**config.mk**
```make
export PLATFORM = sky130hd
export DESIGN_NAME = mac_hash_filter_txq_space
export DESIGN_NICKNAME = d
export VERILOG_FILES = /design/src/include/hash_txq_pkg.sv /design/src/core/mac_hash_filter_txq_space.sv
export SDC_FILE = /design/constraint.sdc
export NUM_CORES = 1
export LEC_CHECK = 0
export ABC_AREA = 1
export BUFFER_PORTS_ARGS = -buffer_cell sky130_fd_sc_hd__clkbuf_2
export CORE_MARGIN = 8
export CORE_UTILIZATION = 45
export DETAILED_ROUTE_END_ITERATION = 8
export SYNTH_ARGS = -nofsm -noshare
export SYNTH_HDL_FRONTEND = slang
export SYNTH_SLANG_ARGS = --single-unit
```
**constraint.sdc**
```tcl
create_clock -name clk -period 3.9 [get_ports clk]
set_clock_uncertainty 0.15 [all_clocks]
set_input_delay 0.585 -clock clk [delete_from_list [all_inputs] [get_ports clk]]
set_output_delay 0.585 -clock clk [all_outputs]
set_load 0.005 [all_outputs]
```
**src/include/hash_txq_pkg.sv**
```systemverilog
// Package for the transmit-space request and multicast hash filter.
// Assumes a 16-bit parallel host bus with byte addresses and one clock.
package hash_txq_pkg;

  // ------------------------------------------------------------
  // Register offsets (byte addresses on the host bus)
  // ------------------------------------------------------------
  localparam logic [11:0] OFS_TX_NEXT_FRAME_SPACE_REQUEST = 12'h19E;
  localparam logic [11:0] OFS_MULTICAST_HASH_TABLE_WORD0 = 12'h1A0;
  localparam logic [11:0] OFS_MULTICAST_HASH_TABLE_WORD1 = 12'h1A2;
  localparam logic [11:0] OFS_MULTICAST_HASH_TABLE_WORD2 = 12'h1A4;
  localparam logic [11:0] OFS_MULTICAST_HASH_TABLE_WORD3 = 12'h1A6;

  // ------------------------------------------------------------
  // Reset values
  // ------------------------------------------------------------
  localparam logic [15:0] RST_TX_NEXT_FRAME_SPACE_REQUEST = 16'h0000;
  localparam logic [15:0] RST_MULTICAST_HASH_TABLE = 16'h0000;

  // ------------------------------------------------------------
  // Field positions and hash constants
  // ------------------------------------------------------------
  localparam int HASH_WORD_MSB = 5; // Index bits choosing the word
  localparam int HASH_WORD_LSB = 4;
  localparam int HASH_BIT_MSB = 3; // Index bits choosing the bit
  localparam int CRC_INDEX_LSB = 26; // Six top CRC bits form the index
  localparam logic [31:0] CRC_POLY = 32'h04C11DB7;
  localparam logic [31:0] CRC_INIT = 32'hFFFFFFFF;

  // Register select codes produced by the address decoder
  typedef enum logic [2:0] {
    SEL_SPACE_REQ,
    SEL_HASH0,
    SEL_HASH1,
    SEL_HASH2,
    SEL_HASH3,
    SEL_NONE
  } reg_sel_e;

  // Whole state of the block
  typedef struct packed {
    logic [15:0] space_req;
    logic [3:0][15:0] hash_tbl;
    logic space_met;
    logic space_flag;
    logic [15:0] rdata;
    logic rvalid;
    logic flt_valid;
    logic flt_accept;
    logic [5:0] flt_index;
  } state_s;

endpackage

```
**src/core/mac_hash_filter_txq_space.sv**
```systemverilog
// Transmit-space request register and multicast hash filter.
// Assumes host bus and receive path logic run on clk; loose control
// bits from neighbouring registers arrive as plain ports.
//
// Function
// - 16-bit request register, dword units, resets zero
// - Monitor enabled: flag when free reaches request
// - Hash table used only in hash-perfect mode
// - Index is six top CRC bits of DA
// - Top two bits pick word, four pick bit
// - Bit one accepts frame, zero drops it
// - Receive-all plus address filter accepts all multicast
// - Four 16-bit read/write words, reset zero
// - Space-available event reported as sticky status bit
module mac_hash_filter_txq_space
  import hash_txq_pkg::*;
(
  // Clock and reset
  input wire logic clk,
  input wire logic rst_n,
  // Host register bus
  input wire logic [11:0] reg_addr,
  input wire logic reg_wr,
  input wire logic reg_rd,
  input wire logic [1:0] reg_be,
  input wire logic [15:0] reg_wdata,
  output logic [15:0] reg_rdata,
  output logic reg_rvalid,
  // Transmit queue space monitor
  input wire logic space_monitor_en,
  input wire logic [15:0] txq_free_dwords,
  input wire logic space_flag_clear,
  output logic tx_space_available_flag,
  // Receive control bits
  input wire logic hash_perfect_mode,
  input wire logic rx_receive_all,
  input wire logic rx_multicast_with_addr,
  // Received destination address
  input wire logic rx_da_valid,
  input wire logic [47:0] rx_da,
  input wire logic rx_da_multicast,
  // Filter verdict
  output logic rx_filter_valid,
  output logic rx_accept,
  output logic [5:0] rx_hash_index
);

  // ------------------------------------------------------------
  // Helpers
  // ------------------------------------------------------------

  // Address decode, shared by write and read paths
  function automatic reg_sel_e decode(input logic [11:0] a);
    case (a)
      OFS_TX_NEXT_FRAME_SPACE_REQUEST: decode = SEL_SPACE_REQ;
      OFS_MULTICAST_HASH_TABLE_WORD0: decode = SEL_HASH0;
      OFS_MULTICAST_HASH_TABLE_WORD1: decode = SEL_HASH1;
      OFS_MULTICAST_HASH_TABLE_WORD2: decode = SEL_HASH2;
      OFS_MULTICAST_HASH_TABLE_WORD3: decode = SEL_HASH3;
      default: decode = SEL_NONE;
    endcase
  endfunction

  // Byte-lane merge for 16-bit writes
  function automatic logic [15:0] merge(input logic [15:0] old,
                                        input logic [15:0] wd,
                                        input logic [1:0] be);
    merge = {be[1] ? wd[15:8] : old[15:8], be[0] ? wd[7:0] : old[7:0]};
  endfunction

  // CRC-32 over the DA; bit 0 is the first bit on the wire
  function automatic logic [5:0] hash_of(input logic [47:0] da);
    logic [31:0] crc;
    logic fb;
    crc = CRC_INIT;
    fb = 1'b0;
    for (int i = 0; i < 48; i++) begin
      fb = crc[31] ^ da[i];
      crc = {crc[30:0], 1'b0} ^ (fb ? CRC_POLY : 32'h00000000);
    end
    hash_of = crc[31:CRC_INDEX_LSB];
  endfunction

  // ------------------------------------------------------------
  // State
  // ------------------------------------------------------------
  state_s st_r;
  state_s st_nxt;
  reg_sel_e wsel;
  reg_sel_e rsel;
  logic [5:0] idx_now;
  logic [1:0] idx_word;
  logic [3:0] idx_bit;
  logic hit_bit;
  logic space_ok;

  // Combinational lookups used by the next-state logic
  always_comb begin
    wsel = decode(reg_addr);
    rsel = decode(reg_addr);
    idx_now = hash_of(rx_da);
    idx_word = idx_now[HASH_WORD_MSB:HASH_WORD_LSB];
    idx_bit = idx_now[HASH_BIT_MSB:0];
    // Word from top two bits, bit from low four
    hit_bit = st_r.hash_tbl[idx_word][idx_bit];
    // Request is in dwords, free space counted in dwords too
    space_ok = txq_free_dwords >= st_r.space_req;
  end

  // ------------------------------------------------------------
  // Next-state logic
  // ------------------------------------------------------------
  always_comb begin
    st_nxt = st_r;
    st_nxt.rvalid = 1'b0;
    st_nxt.flt_valid = 1'b0;

    // Register writes; unmapped addresses are ignored
    if (reg_wr) begin
      case (wsel)
        SEL_SPACE_REQ: begin
          st_nxt.space_req = merge(st_r.space_req, reg_wdata, reg_be);
          // A fresh request re-arms the monitor for the next frame
          st_nxt.space_met = 1'b0;
        end
        SEL_HASH0, SEL_HASH1, SEL_HASH2, SEL_HASH3: begin
          for (int k = 0; k < 4; k++) begin
            if (int'(wsel) == k + 1) begin
              st_nxt.hash_tbl[k] = merge(st_r.hash_tbl[k], reg_wdata, reg_be);
            end
          end
        end
        default: begin
        end
      endcase
    end

    // Register reads; unmapped addresses answer zero
    if (reg_rd) begin
      st_nxt.rvalid = 1'b1;
      case (rsel)
        SEL_SPACE_REQ: st_nxt.rdata = st_r.space_req;
        SEL_HASH0: st_nxt.rdata = st_r.hash_tbl[0];
        SEL_HASH1: st_nxt.rdata = st_r.hash_tbl[1];
        SEL_HASH2: st_nxt.rdata = st_r.hash_tbl[2];
        SEL_HASH3: st_nxt.rdata = st_r.hash_tbl[3];
        default: st_nxt.rdata = 16'h0000;
      endcase
    end

    // Space monitor: fire once as free space first reaches the request.
    // Latched by space_met so a still-satisfied request does not refire after clear.
    if (space_flag_clear) begin
      st_nxt.space_flag = 1'b0;
    end
    if (!space_monitor_en) begin
      st_nxt.space_met = 1'b0;
    end else if (space_ok && !st_r.space_met && !(reg_wr && wsel == SEL_SPACE_REQ)) begin
      st_nxt.space_met = 1'b1;
      st_nxt.space_flag = 1'b1; // (set beats clear)
    end

    // Receive filter verdict, one cycle after the DA
    if (rx_da_valid) begin
      st_nxt.flt_valid = 1'b1;
      st_nxt.flt_index = idx_now;
      if (!rx_da_multicast) begin
        st_nxt.flt_accept = 1'b1; // Unicast is not this filter's job
      end else if (rx_receive_all && rx_multicast_with_addr) begin
        st_nxt.flt_accept = 1'b1;
      end else if (hash_perfect_mode) begin
        st_nxt.flt_accept = hit_bit;
      end else begin
        st_nxt.flt_accept = 1'b1;
      end
    end
  end

  // ------------------------------------------------------------
  // State register
  // ------------------------------------------------------------
  always_ff @(posedge clk or negedge rst_n) begin
    if (!rst_n) begin
      st_r.space_req <= RST_TX_NEXT_FRAME_SPACE_REQUEST;
      st_r.hash_tbl <= {4{RST_MULTICAST_HASH_TABLE}};
      st_r.space_met <= 1'b0;
      st_r.space_flag <= 1'b0;
      st_r.rdata <= 16'h0000;
      st_r.rvalid <= 1'b0;
      st_r.flt_valid <= 1'b0;
      st_r.flt_accept <= 1'b0;
      st_r.flt_index <= 6'h00;
    end else begin
      st_r <= st_nxt;
    end
  end

  // ------------------------------------------------------------
  // Outputs, all straight from flip-flops
  // ------------------------------------------------------------
  assign reg_rdata = st_r.rdata;
  assign reg_rvalid = st_r.rvalid;
  assign tx_space_available_flag = st_r.space_flag;
  assign rx_filter_valid = st_r.flt_valid;
  assign rx_accept = st_r.flt_accept;
  assign rx_hash_index = st_r.flt_index;

  // ------------------------------------------------------------
  // Assertions
  // ------------------------------------------------------------

  // Full-word write lands in the request register
  a_space_req_write:
    assert property (@(posedge clk) disable iff (!rst_n)
      reg_wr && reg_be == 2'b11 && reg_addr == OFS_TX_NEXT_FRAME_SPACE_REQUEST
      |=> st_r.space_req == $past(reg_wdata))
    else $error("space request not written");

  // Request read back two cycles after a write
  a_space_req_read:
    assert property (@(posedge clk) disable iff (!rst_n)
      reg_wr && reg_be == 2'b11 && reg_addr == OFS_TX_NEXT_FRAME_SPACE_REQUEST
      ##1 reg_rd && !reg_wr && reg_addr == OFS_TX_NEXT_FRAME_SPACE_REQUEST
      |=> reg_rvalid && reg_rdata == $past(reg_wdata, 2))
    else $error("space request readback wrong");

  // Flag raised one cycle after space first suffices
  a_flag_set:
    assert property (@(posedge clk) disable iff (!rst_n)
      space_monitor_en && space_ok && !st_r.space_met && !reg_wr
      |=> tx_space_available_flag)
    else $error("space flag not raised");

  // Flag only rises with the monitor enabled and space present
  a_flag_cause:
    assert property (@(posedge clk) disable iff (!rst_n)
      $rose(tx_space_available_flag)
      |-> $past(space_monitor_en) && $past(space_ok))
    else $error("space flag rose without cause");

  // Flag is sticky until cleared
  a_flag_sticky:
    assert property (@(posedge clk) disable iff (!rst_n)
      tx_space_available_flag && !space_flag_clear |=> tx_space_available_flag)
    else $error("space flag dropped");

  // Index follows the DA one cycle later
  a_hash_index:
    assert property (@(posedge clk) disable iff (!rst_n)
      rx_da_valid |=> rx_filter_valid && rx_hash_index == $past(idx_now))
    else $error("hash index wrong");

  // Word and bit chosen from the index decide the verdict
  a_hash_verdict:
    assert property (@(posedge clk) disable iff (!rst_n)
      rx_da_valid && rx_da_multicast && hash_perfect_mode
      && !(rx_receive_all && rx_multicast_with_addr)
      |=> rx_accept == st_r.hash_tbl[$past(idx_word)][$past(idx_bit)]
          || $past(reg_wr))
    else $error("hash verdict wrong");

  // Receive-all with address filtering passes every multicast
  a_receive_all:
    assert property (@(posedge clk) disable iff (!rst_n)
      rx_da_valid && rx_receive_all && rx_multicast_with_addr |=> rx_accept)
    else $error("multicast dropped under receive-all");

  // Outside hash mode the table never drops a frame
  a_hash_bypass:
    assert property (@(posedge clk) disable iff (!rst_n)
      rx_da_valid && !hash_perfect_mode |=> rx_accept)
    else $error("frame dropped outside hash mode");

  // Table word 3 read returns its stored value
  a_table_read:
    assert property (@(posedge clk) disable iff (!rst_n)
      reg_rd && reg_addr == OFS_MULTICAST_HASH_TABLE_WORD3
      |=> reg_rvalid && reg_rdata == $past(st_r.hash_tbl[3]))
    else $error("hash word readback wrong");

  // Index below 16 always uses word 0
  a_low_map:
    assert property (@(posedge clk) disable iff (!rst_n)
      rx_da_valid && idx_now < 6'd16 |-> hit_bit == st_r.hash_tbl[0][idx_now[3:0]])
    else $error("low index mapped wrong");

  // Already fired and now cleared: no refire until re-armed
  a_fire_once:
    assert property (@(posedge clk) disable iff (!rst_n)
      st_r.space_met && space_flag_clear |=> !tx_space_available_flag)
    else $error("space flag refired without re-arm");

  // Holes in the map answer zero, never a table word
  a_unmapped_read:
    assert property (@(posedge clk) disable iff (!rst_n)
      reg_rd && rsel == SEL_NONE |=> reg_rvalid && reg_rdata == 16'h0000)
    else $error("unmapped read not zero");

  // Individual addresses are never dropped by the group filter
  a_unicast_pass:
    assert property (@(posedge clk) disable iff (!rst_n)
      rx_da_valid && !rx_da_multicast |=> rx_accept)
    else $error("unicast frame dropped");

endmodule // mac_hash_filter_txq_space

```
### Yosys cells after proc, flatten, opt, wreduce, memory -nomap -nowiden

Index checks and enable logic that the tools add are counted.

| storage, ports and cells | value |
|---|---|
| memories | 0 |
| flip-flop bits (word level) | 107 |
| latch bits | 0 |
| bits in writable memories | 0 |
| output and inout bits | 26 |
| memory bits (read-only) | 0 |
| logic and storage cells | 214 |
| bits of input ports | 105 |

| operators by class | value |
|---|---|
| divide/modulo/power cells | 0 |
| add/sub/neg operators | 0 |
| magnitude comparators | 3 |
| muxes and demuxes | 65 |
| equal/unequal tests | 15 |
| bitwise operators | 95 |
| multipliers | 0 |
| reduce and logical (&&, ||, !) cells | 19 |
| shift-type cells | 0 |

Operators with widths:

| kind | count |
|---|---|
| $xor A32 B27 Y32 | 47 |
| $mux W27 | 48 |
| $pmux W16 S5 | 1 |
| $eq A12 B9 Y1 const B | 5 |
| $xor A1 B1 Y1 | 47 |
| $bmux W16 S2 | 1 |
| $reduce_and A4 Y1 | 8 |
| $not A26 Y31 | 1 |
| $ge A16 B16 Y1 | 1 |
| $mux W16 | 1 |
| $pmux W3 S5 | 1 |
| $eq A3 B3 Y1 const B | 4 |
| $mux W1 | 10 |
| $eq A3 B2 Y1 const B | 3 |
| $mux W8 | 1 |
| $reduce_and A3 Y1 | 2 |
| $lt A4 B5 Y1 const B | 1 |
| $bmux W1 S4 | 1 |
| $logic_and A1 B1 Y1 | 4 |
| $reduce_or A4 Y1 | 1 |
| $eq A3 B1 Y1 const B | 1 |
| $logic_not A3 Y1 | 1 |
| $lt A2 B3 Y1 const B | 1 |
| $ne A3 B1 Y1 const B | 1 |
| 4 further kinds | 5 |

### Logic depth before layout (Yosys ltp)

| depth | value |
|---|---|
| depth after elaboration | 151 |
| depth in mapped cells | 43 |
| mapped depth without buffers | 42 |

### Worst setup path after synthesis

No wires, ideal clock.

| path | value |
|---|---|
| path type | input to register |
| start | input port rx_da[5] |
| end | register st_r (netlist bit rx_accept) |
| stages | 38 |
| path slack | 5 ps |
| path buffers | 2 |
| data arrival time | 3632 ps |
| path through | buf_2 > inv_4 > nand2_1 > nand2_1 > nand2_4 > nand2_4 > nand2_4 > nand2_4 > inv_2 > nand3_1 > nand2_1 > nand2_2 > nand2_4 > inv_2 > nand2_2 > nand3_1 > nand2_4 > nand2_2 > (+2 left out) > nand2_1 > nand2_2 > nand3_2 > nand2_4 > inv_2 > nand2_2 > nand2_4 > buf_6 > nand2_1 > nand3_1 > nand2_1 > nand2_1 > nand3_1 > nand3_1 > nand3_1 > nand3_1 > nand2_1 > inv_1 |

| between the ends | value |
|---|---|
| cells in the longest elaborated chain, start to end | 64 |
| elaborated cells on any way between the ends | 112 |
| those cells by class | mux: 38; bitwise: 74 |

RTL lines:

| element | RTL line | text |
|---|---|---|
| start: declaration | mac_hash_filter_txq_space.sv:40 | `input wire logic [47:0] rx_da,` |
| $xor A1 B1 Y1 (*) | mac_hash_filter_txq_space.sv:78 | `fb = crc[31] ^ da[i];` |
| $mux W27 (*) | mac_hash_filter_txq_space.sv:79 | `crc = {crc[30:0], 1'b0} ^ (fb ? CRC_POLY : 32'h00000000);` |
| $xor A32 B27 Y32 (*) (6 in a row) | mac_hash_filter_txq_space.sv:79 |  |
| $xor A1 B1 Y1 | mac_hash_filter_txq_space.sv:78 |  |
| $mux W27 | mac_hash_filter_txq_space.sv:79 |  |
| $xor A32 B27 Y32 (*) (6 in a row) | mac_hash_filter_txq_space.sv:79 |  |
| $xor A1 B1 Y1 | mac_hash_filter_txq_space.sv:78 |  |
| $mux W27 | mac_hash_filter_txq_space.sv:79 |  |
| (+38 left out) | n/a |  |
| $xor A1 B1 Y1 | mac_hash_filter_txq_space.sv:78 |  |
| $mux W27 | mac_hash_filter_txq_space.sv:79 |  |
| $xor A32 B27 Y32 (*) | mac_hash_filter_txq_space.sv:79 |  |
| $bmux W1 S4 (*) | mac_hash_filter_txq_space.sv:105 | `hit_bit = st_r.hash_tbl[idx_word][idx_bit];` |
| $mux W1 (not written as such) (*) | mac_hash_filter_txq_space.sv:105 |  |
| $mux W1 (*) | mac_hash_filter_txq_space.sv:171 | `end else if (hash_perfect_mode) begin` |
| $mux W1 (*) | mac_hash_filter_txq_space.sv:169 | `end else if (rx_receive_all && rx_multicast_with_addr) begin` |
| $mux W1 (*) | mac_hash_filter_txq_space.sv:167 | `if (!rx_da_multicast) begin` |
| end signal: assignment | mac_hash_filter_txq_space.sv:194 | `st_r <= st_nxt;` |
| end: declaration | mac_hash_filter_txq_space.sv:87 | `state_s st_r;` |

Every way passes the cells marked *; elsewhere a longest branch is shown, timed or not. The select of a mux whose other input is x is not followed.
A chain may end at the register's enable or synchronous reset.

### Worst setup path in the final report

| path | value |
|---|---|
| start | input port rx_da[2] |
| end | register st_r (netlist bit rx_accept) |

| between the ends | value |
|---|---|
| cells in the longest elaborated chain, start to end | 67 |
| elaborated cells on any way between the ends | 121 |
| those cells by class | mux: 41; bitwise: 80 |

RTL lines:

| element | RTL line |
|---|---|
| $xor A1 B1 Y1 (*) | mac_hash_filter_txq_space.sv:78 |
| $mux W27 (*) | mac_hash_filter_txq_space.sv:79 |
| $xor A32 B27 Y32 (*) (6 in a row) | mac_hash_filter_txq_space.sv:79 |
| $xor A1 B1 Y1 or $xor A32 B27 Y32 (tied branches) | mac_hash_filter_txq_space.sv:78, mac_hash_filter_txq_space.sv:79 |
| $mux W27 or $xor A32 B27 Y32 (tied branches) | mac_hash_filter_txq_space.sv:79 |
| $xor A32 B27 Y32 (*) (6 in a row) | mac_hash_filter_txq_space.sv:79 |
| $xor A1 B1 Y1 or $xor A32 B27 Y32 (tied branches) | mac_hash_filter_txq_space.sv:78, mac_hash_filter_txq_space.sv:79 |
| $mux W27 or $xor A32 B27 Y32 (tied branches) | mac_hash_filter_txq_space.sv:79 |
| (+32 left out) | n/a |
| $xor A32 B27 Y32 (*) (10 in a row) | mac_hash_filter_txq_space.sv:79 |
| $bmux W16 S2, or another cell as far along | mac_hash_filter_txq_space.sv:105 |
| $mux W16 (not written as such) or $xor A32 B27 Y32 (tied branches) | mac_hash_filter_txq_space.sv:105, mac_hash_filter_txq_space.sv:79 |
| $bmux W1 S4 (*) | mac_hash_filter_txq_space.sv:105 |
| $mux W1 (not written as such) (*) | mac_hash_filter_txq_space.sv:105 |
| $mux W1 (*) | mac_hash_filter_txq_space.sv:171 |
| $mux W1 (*) | mac_hash_filter_txq_space.sv:169 |
| $mux W1 (*) | mac_hash_filter_txq_space.sv:167 |

Marks and branches as above.

==> results.py <==
metrics = {
    "timing": {
        "post-route-period-util_pct": 107.1,
        "setup_slack_ns": -0.2771,
        "finalWorstPathRequiredPeriod_ns": 4.177,
        "maxSlewHeadroom_pct": 58.69,
        "hold_viol": 0,
        "hold-worst-slack_ns": 0.08631,
        "setup_violations": 1,
        "slew_viol_final": 0,
        "max_freq_mhz": 239.4,
        "rsz0062_at_grt": "true",
        "max_slew.worst_pin.slew_ns": 0.6196,
        "tns_ns": -0.2771,
    },
    "route": {
        "routed.top_layer": "met4",
        "viasPerCell": 5.169,
        "drc_errors": 0,
        "drtPass1Iterations": 7,
        "dr_wl_met3_mm": 2.268,
        "wl_met1_mm": 17.88,
        "num_vias": 13340,
        "drt_wl_total_mm": 41.14,
        "antenna_left": 0,
        "dr_wl_met2_mm": 20.00,
        "drt-initial-drc-count": 1169,
        "wl_per_cell_um": 15.94,
    },
    "worst_setup_path": {
        "crit_path_end_kind": "register",
        "critPathMostFrequentCell": "nand2_1",
        "r2r_start": "st_r[91]$_DFFE_PN0P_",
        "crit_path_top_delay_cell": "xor2_1",
        "critPathKind": "in2reg",
        "cp-start-kind": "input pin",
        "reg2regPathDepth": 14,
        "worst-path-max-fanout": 6,
        "arrival_ns": 4.27,
        "worstPathRequired_ns": 4.00,
        "reg2reg_setup_slack_ns": 1.08,
        "r2r-end": "st_r[26]$_DFFE_PN0P_",
        "max_stage_delay_ns": 0.20,
    },
    "die": {
        "core_area_um2": 25840,
        "die_area_um2": 31460,
        "io_pins": 131,
        "die_w_um": 177.4,
        "rows": 59,
        "initial_core_util_pct": 45.35,
        "die_y_um": 177.4,
    },
    "yosys": {
        "synth_cells": 1888,
        "syn_nets": 2009,
        "synth.area.top_cells": "nand2_1 (23%), dfrtp_1 (23%), nand3_1 (11%), inv_1 (6.4%), nand2_2 (4.9%)",
        "synth_flop_cell": "dfrtp_1",
        "synth_top_area_share_pct": 23.32,
        "seq_area_frac_synth_pct": 22.85,
        "yosysTopAreaCell": "nand2_1",
        "synth_cell_types": 46,
        "syn-cell-area_um2": 11720,
        "syn_avg_cell_area_um2": 6.206,
        "synth_edf_count": 0,
        "synth-seq-cells": 107,
        "synth_warnings": 0,
        "synthArstFlopShare_pct": 100.0,
    },
    "clock_network": {
        "holdBufCountCts": 0,
        "htreeDepth": 3,
        "clk_latency_ns": 0.35,
        "cts.clk_slew.worst_paths_ns": 0.08,
        "cts_buffers": 9,
        "cts_tree": "built",
        "cts_buffer_depth": 2,
        "root_buffer": "clkbuf_16",
        "clock-sinks": 107,
    },
    "final_layout": {
        "nets": 2362,
        "fill_cells": 2430,
        "drive_gt1_share_pct": 35.49,
        "multiInputGateArea_um2": 8914,
        "diodes": 0,
        "final-seq-area_um2": 2678,
        "syn2layout_area_growth_pct": 37.25,
    },
    "status": {
        "violations": "negative setup slack",
        "status": "complete, but fails checks",
    },
    "placed_design": {
        "portBuffers": 130,
        "dp_hpwl_mm": 32.29,
        "gp_congestion": 0.9592,
    },
    "run": {
        "maxCapViolations": 0,
    },
    "global_routing": {
        "grt_pass1_vias": 12590,
        "grt_max_degree": 47,
        "grt_util_all_layers_pct": 25.24,
        "grt_pass1_wl_mm": 64.23,
        "antenna_found_initial": 0,
        "overflow": 0,
    },
    "hold_path": {
        "hp-class": "in2async",
    },
}
==> registers in the layout, indices dropped and copies added (netlist names) <==
signal                   cells
rx_filter_valid              1
st_r                        81
rx_accept                    1
rx_hash_index                6
reg_rdata                   16
tx_space_available_flag      1
reg_rvalid                   1
==> cells by family (layout without fill, tap and decap cells) <==
family,count (synthesis),count (layout),synth area share (%)
and+or+nand+nor,1215,1222,49.22
buffers and inverters,294,645,10.90
AOI/OAI and AO/OA,168,168,8.607
DFF,107,107,22.85
xor gates and xnor gates,87,87,6.631
adders and majority gates,16,16,1.708
muxes,1,1,0.08543
==> worst max-delay path: cells and delay by family <==
kind,cells,cell delay [ns]
AND/OR/NAND/NOR,27,2.29
buffers and inverters,10,1.20
XOR/XNOR,1,0.20
==> worst max path at each step <==
stage | start | end | slack (ns) | cells after the start
final | rx_da[2] | rx_accept$_DFFE_PN0P_ | -0.28 | 38
after global routing | rx_da[4] | rx_accept$_DFFE_PN0P_ | -0.53 | 41
after detailed placement | rx_da[0] | rx_accept$_DFFE_PN0P_ | -1.02 | 35
after CTS | rx_da[8] | rx_accept$_DFFE_PN0P_ | -0.20 | 40
after floorplan | rx_da[5] | rx_accept$_DFFE_PN0P_ | 0.005 | 38
after global placement | rx_da[0] | rx_accept$_DFFE_PN0P_ | -0.96 | 35
==> cells in the final DEF, fill, tap and decap left out, types with 17 or more instances in the layout <==
cell type    n
xnor2_1     18
inv_1      194
xor2_1      51
clkbuf_2   121
dfrtp_1    107
buf_4      238
nand3_1    205
nand2_8     17
nand2_4     66
nor2_1      36
o21ai_0    102
nand2_2    157
nand3_4     18
inv_2       27
nand3_2     66
nand2_1    632
==> cell type report <==
type	count	share of cell area, %
clock buffer	10	1.424
multi-input combinational	1494	55.43
sequential	107	16.65
tap	335	2.606
timing repair buffer	387	17.28
inverter	242	6.178
clock inverter	6	0.4357
==> cell usage after synthesis, drive strengths merged (3+ instances only) <==
cell type and instances:
nand3b 12, xnor2 23, buf 36, inv 238, clkbuf 16, nand3 289, o21a 4, o31ai 15
o22ai 13, xor2 64, a22o 8, a21boi 3, a32o 11, dfrtp 107, nand2 865, o21ai 104
ha 16, clkinv 4, a21oi 6, nor2 39
==> layer usage <==
| metal | GRT usage, % | up-vias |
|---|---|---|
| met5 | 0 | - |
| met4 | 7.294 | 0 |
| met3 | 2.213 | 54 |
| met2 | 43.45 | 386 |
| met1 | 33.20 | 6193 |
| li1 | - | 6709 |
==> metrics by stage <==
step	instance area (um^2)	setup slack, ns	std cells	utilization (%)
floorplan	11720	0.004967	1888	-
global placement	14040	-0.9586	2509	54.36
detailed placement	14040	-1.017	2509	54.36
CTS	15160	-0.1994	2554	58.67
global route	16080	-0.5326	2581	62.24
finish	16080	-0.2771	2581	62.24
==> timing repair <==
action,4_1_cts,5_1_grt
setup buffers,25,24
endpoints found under the setup margin,6,6
pin swaps,44,76
resized for setup,131,165
gates cloned,4,3
Power is left out: the tool's default activity adds up to more than one toggle a clock period on the data nets, which glitch-free logic cannot reach.
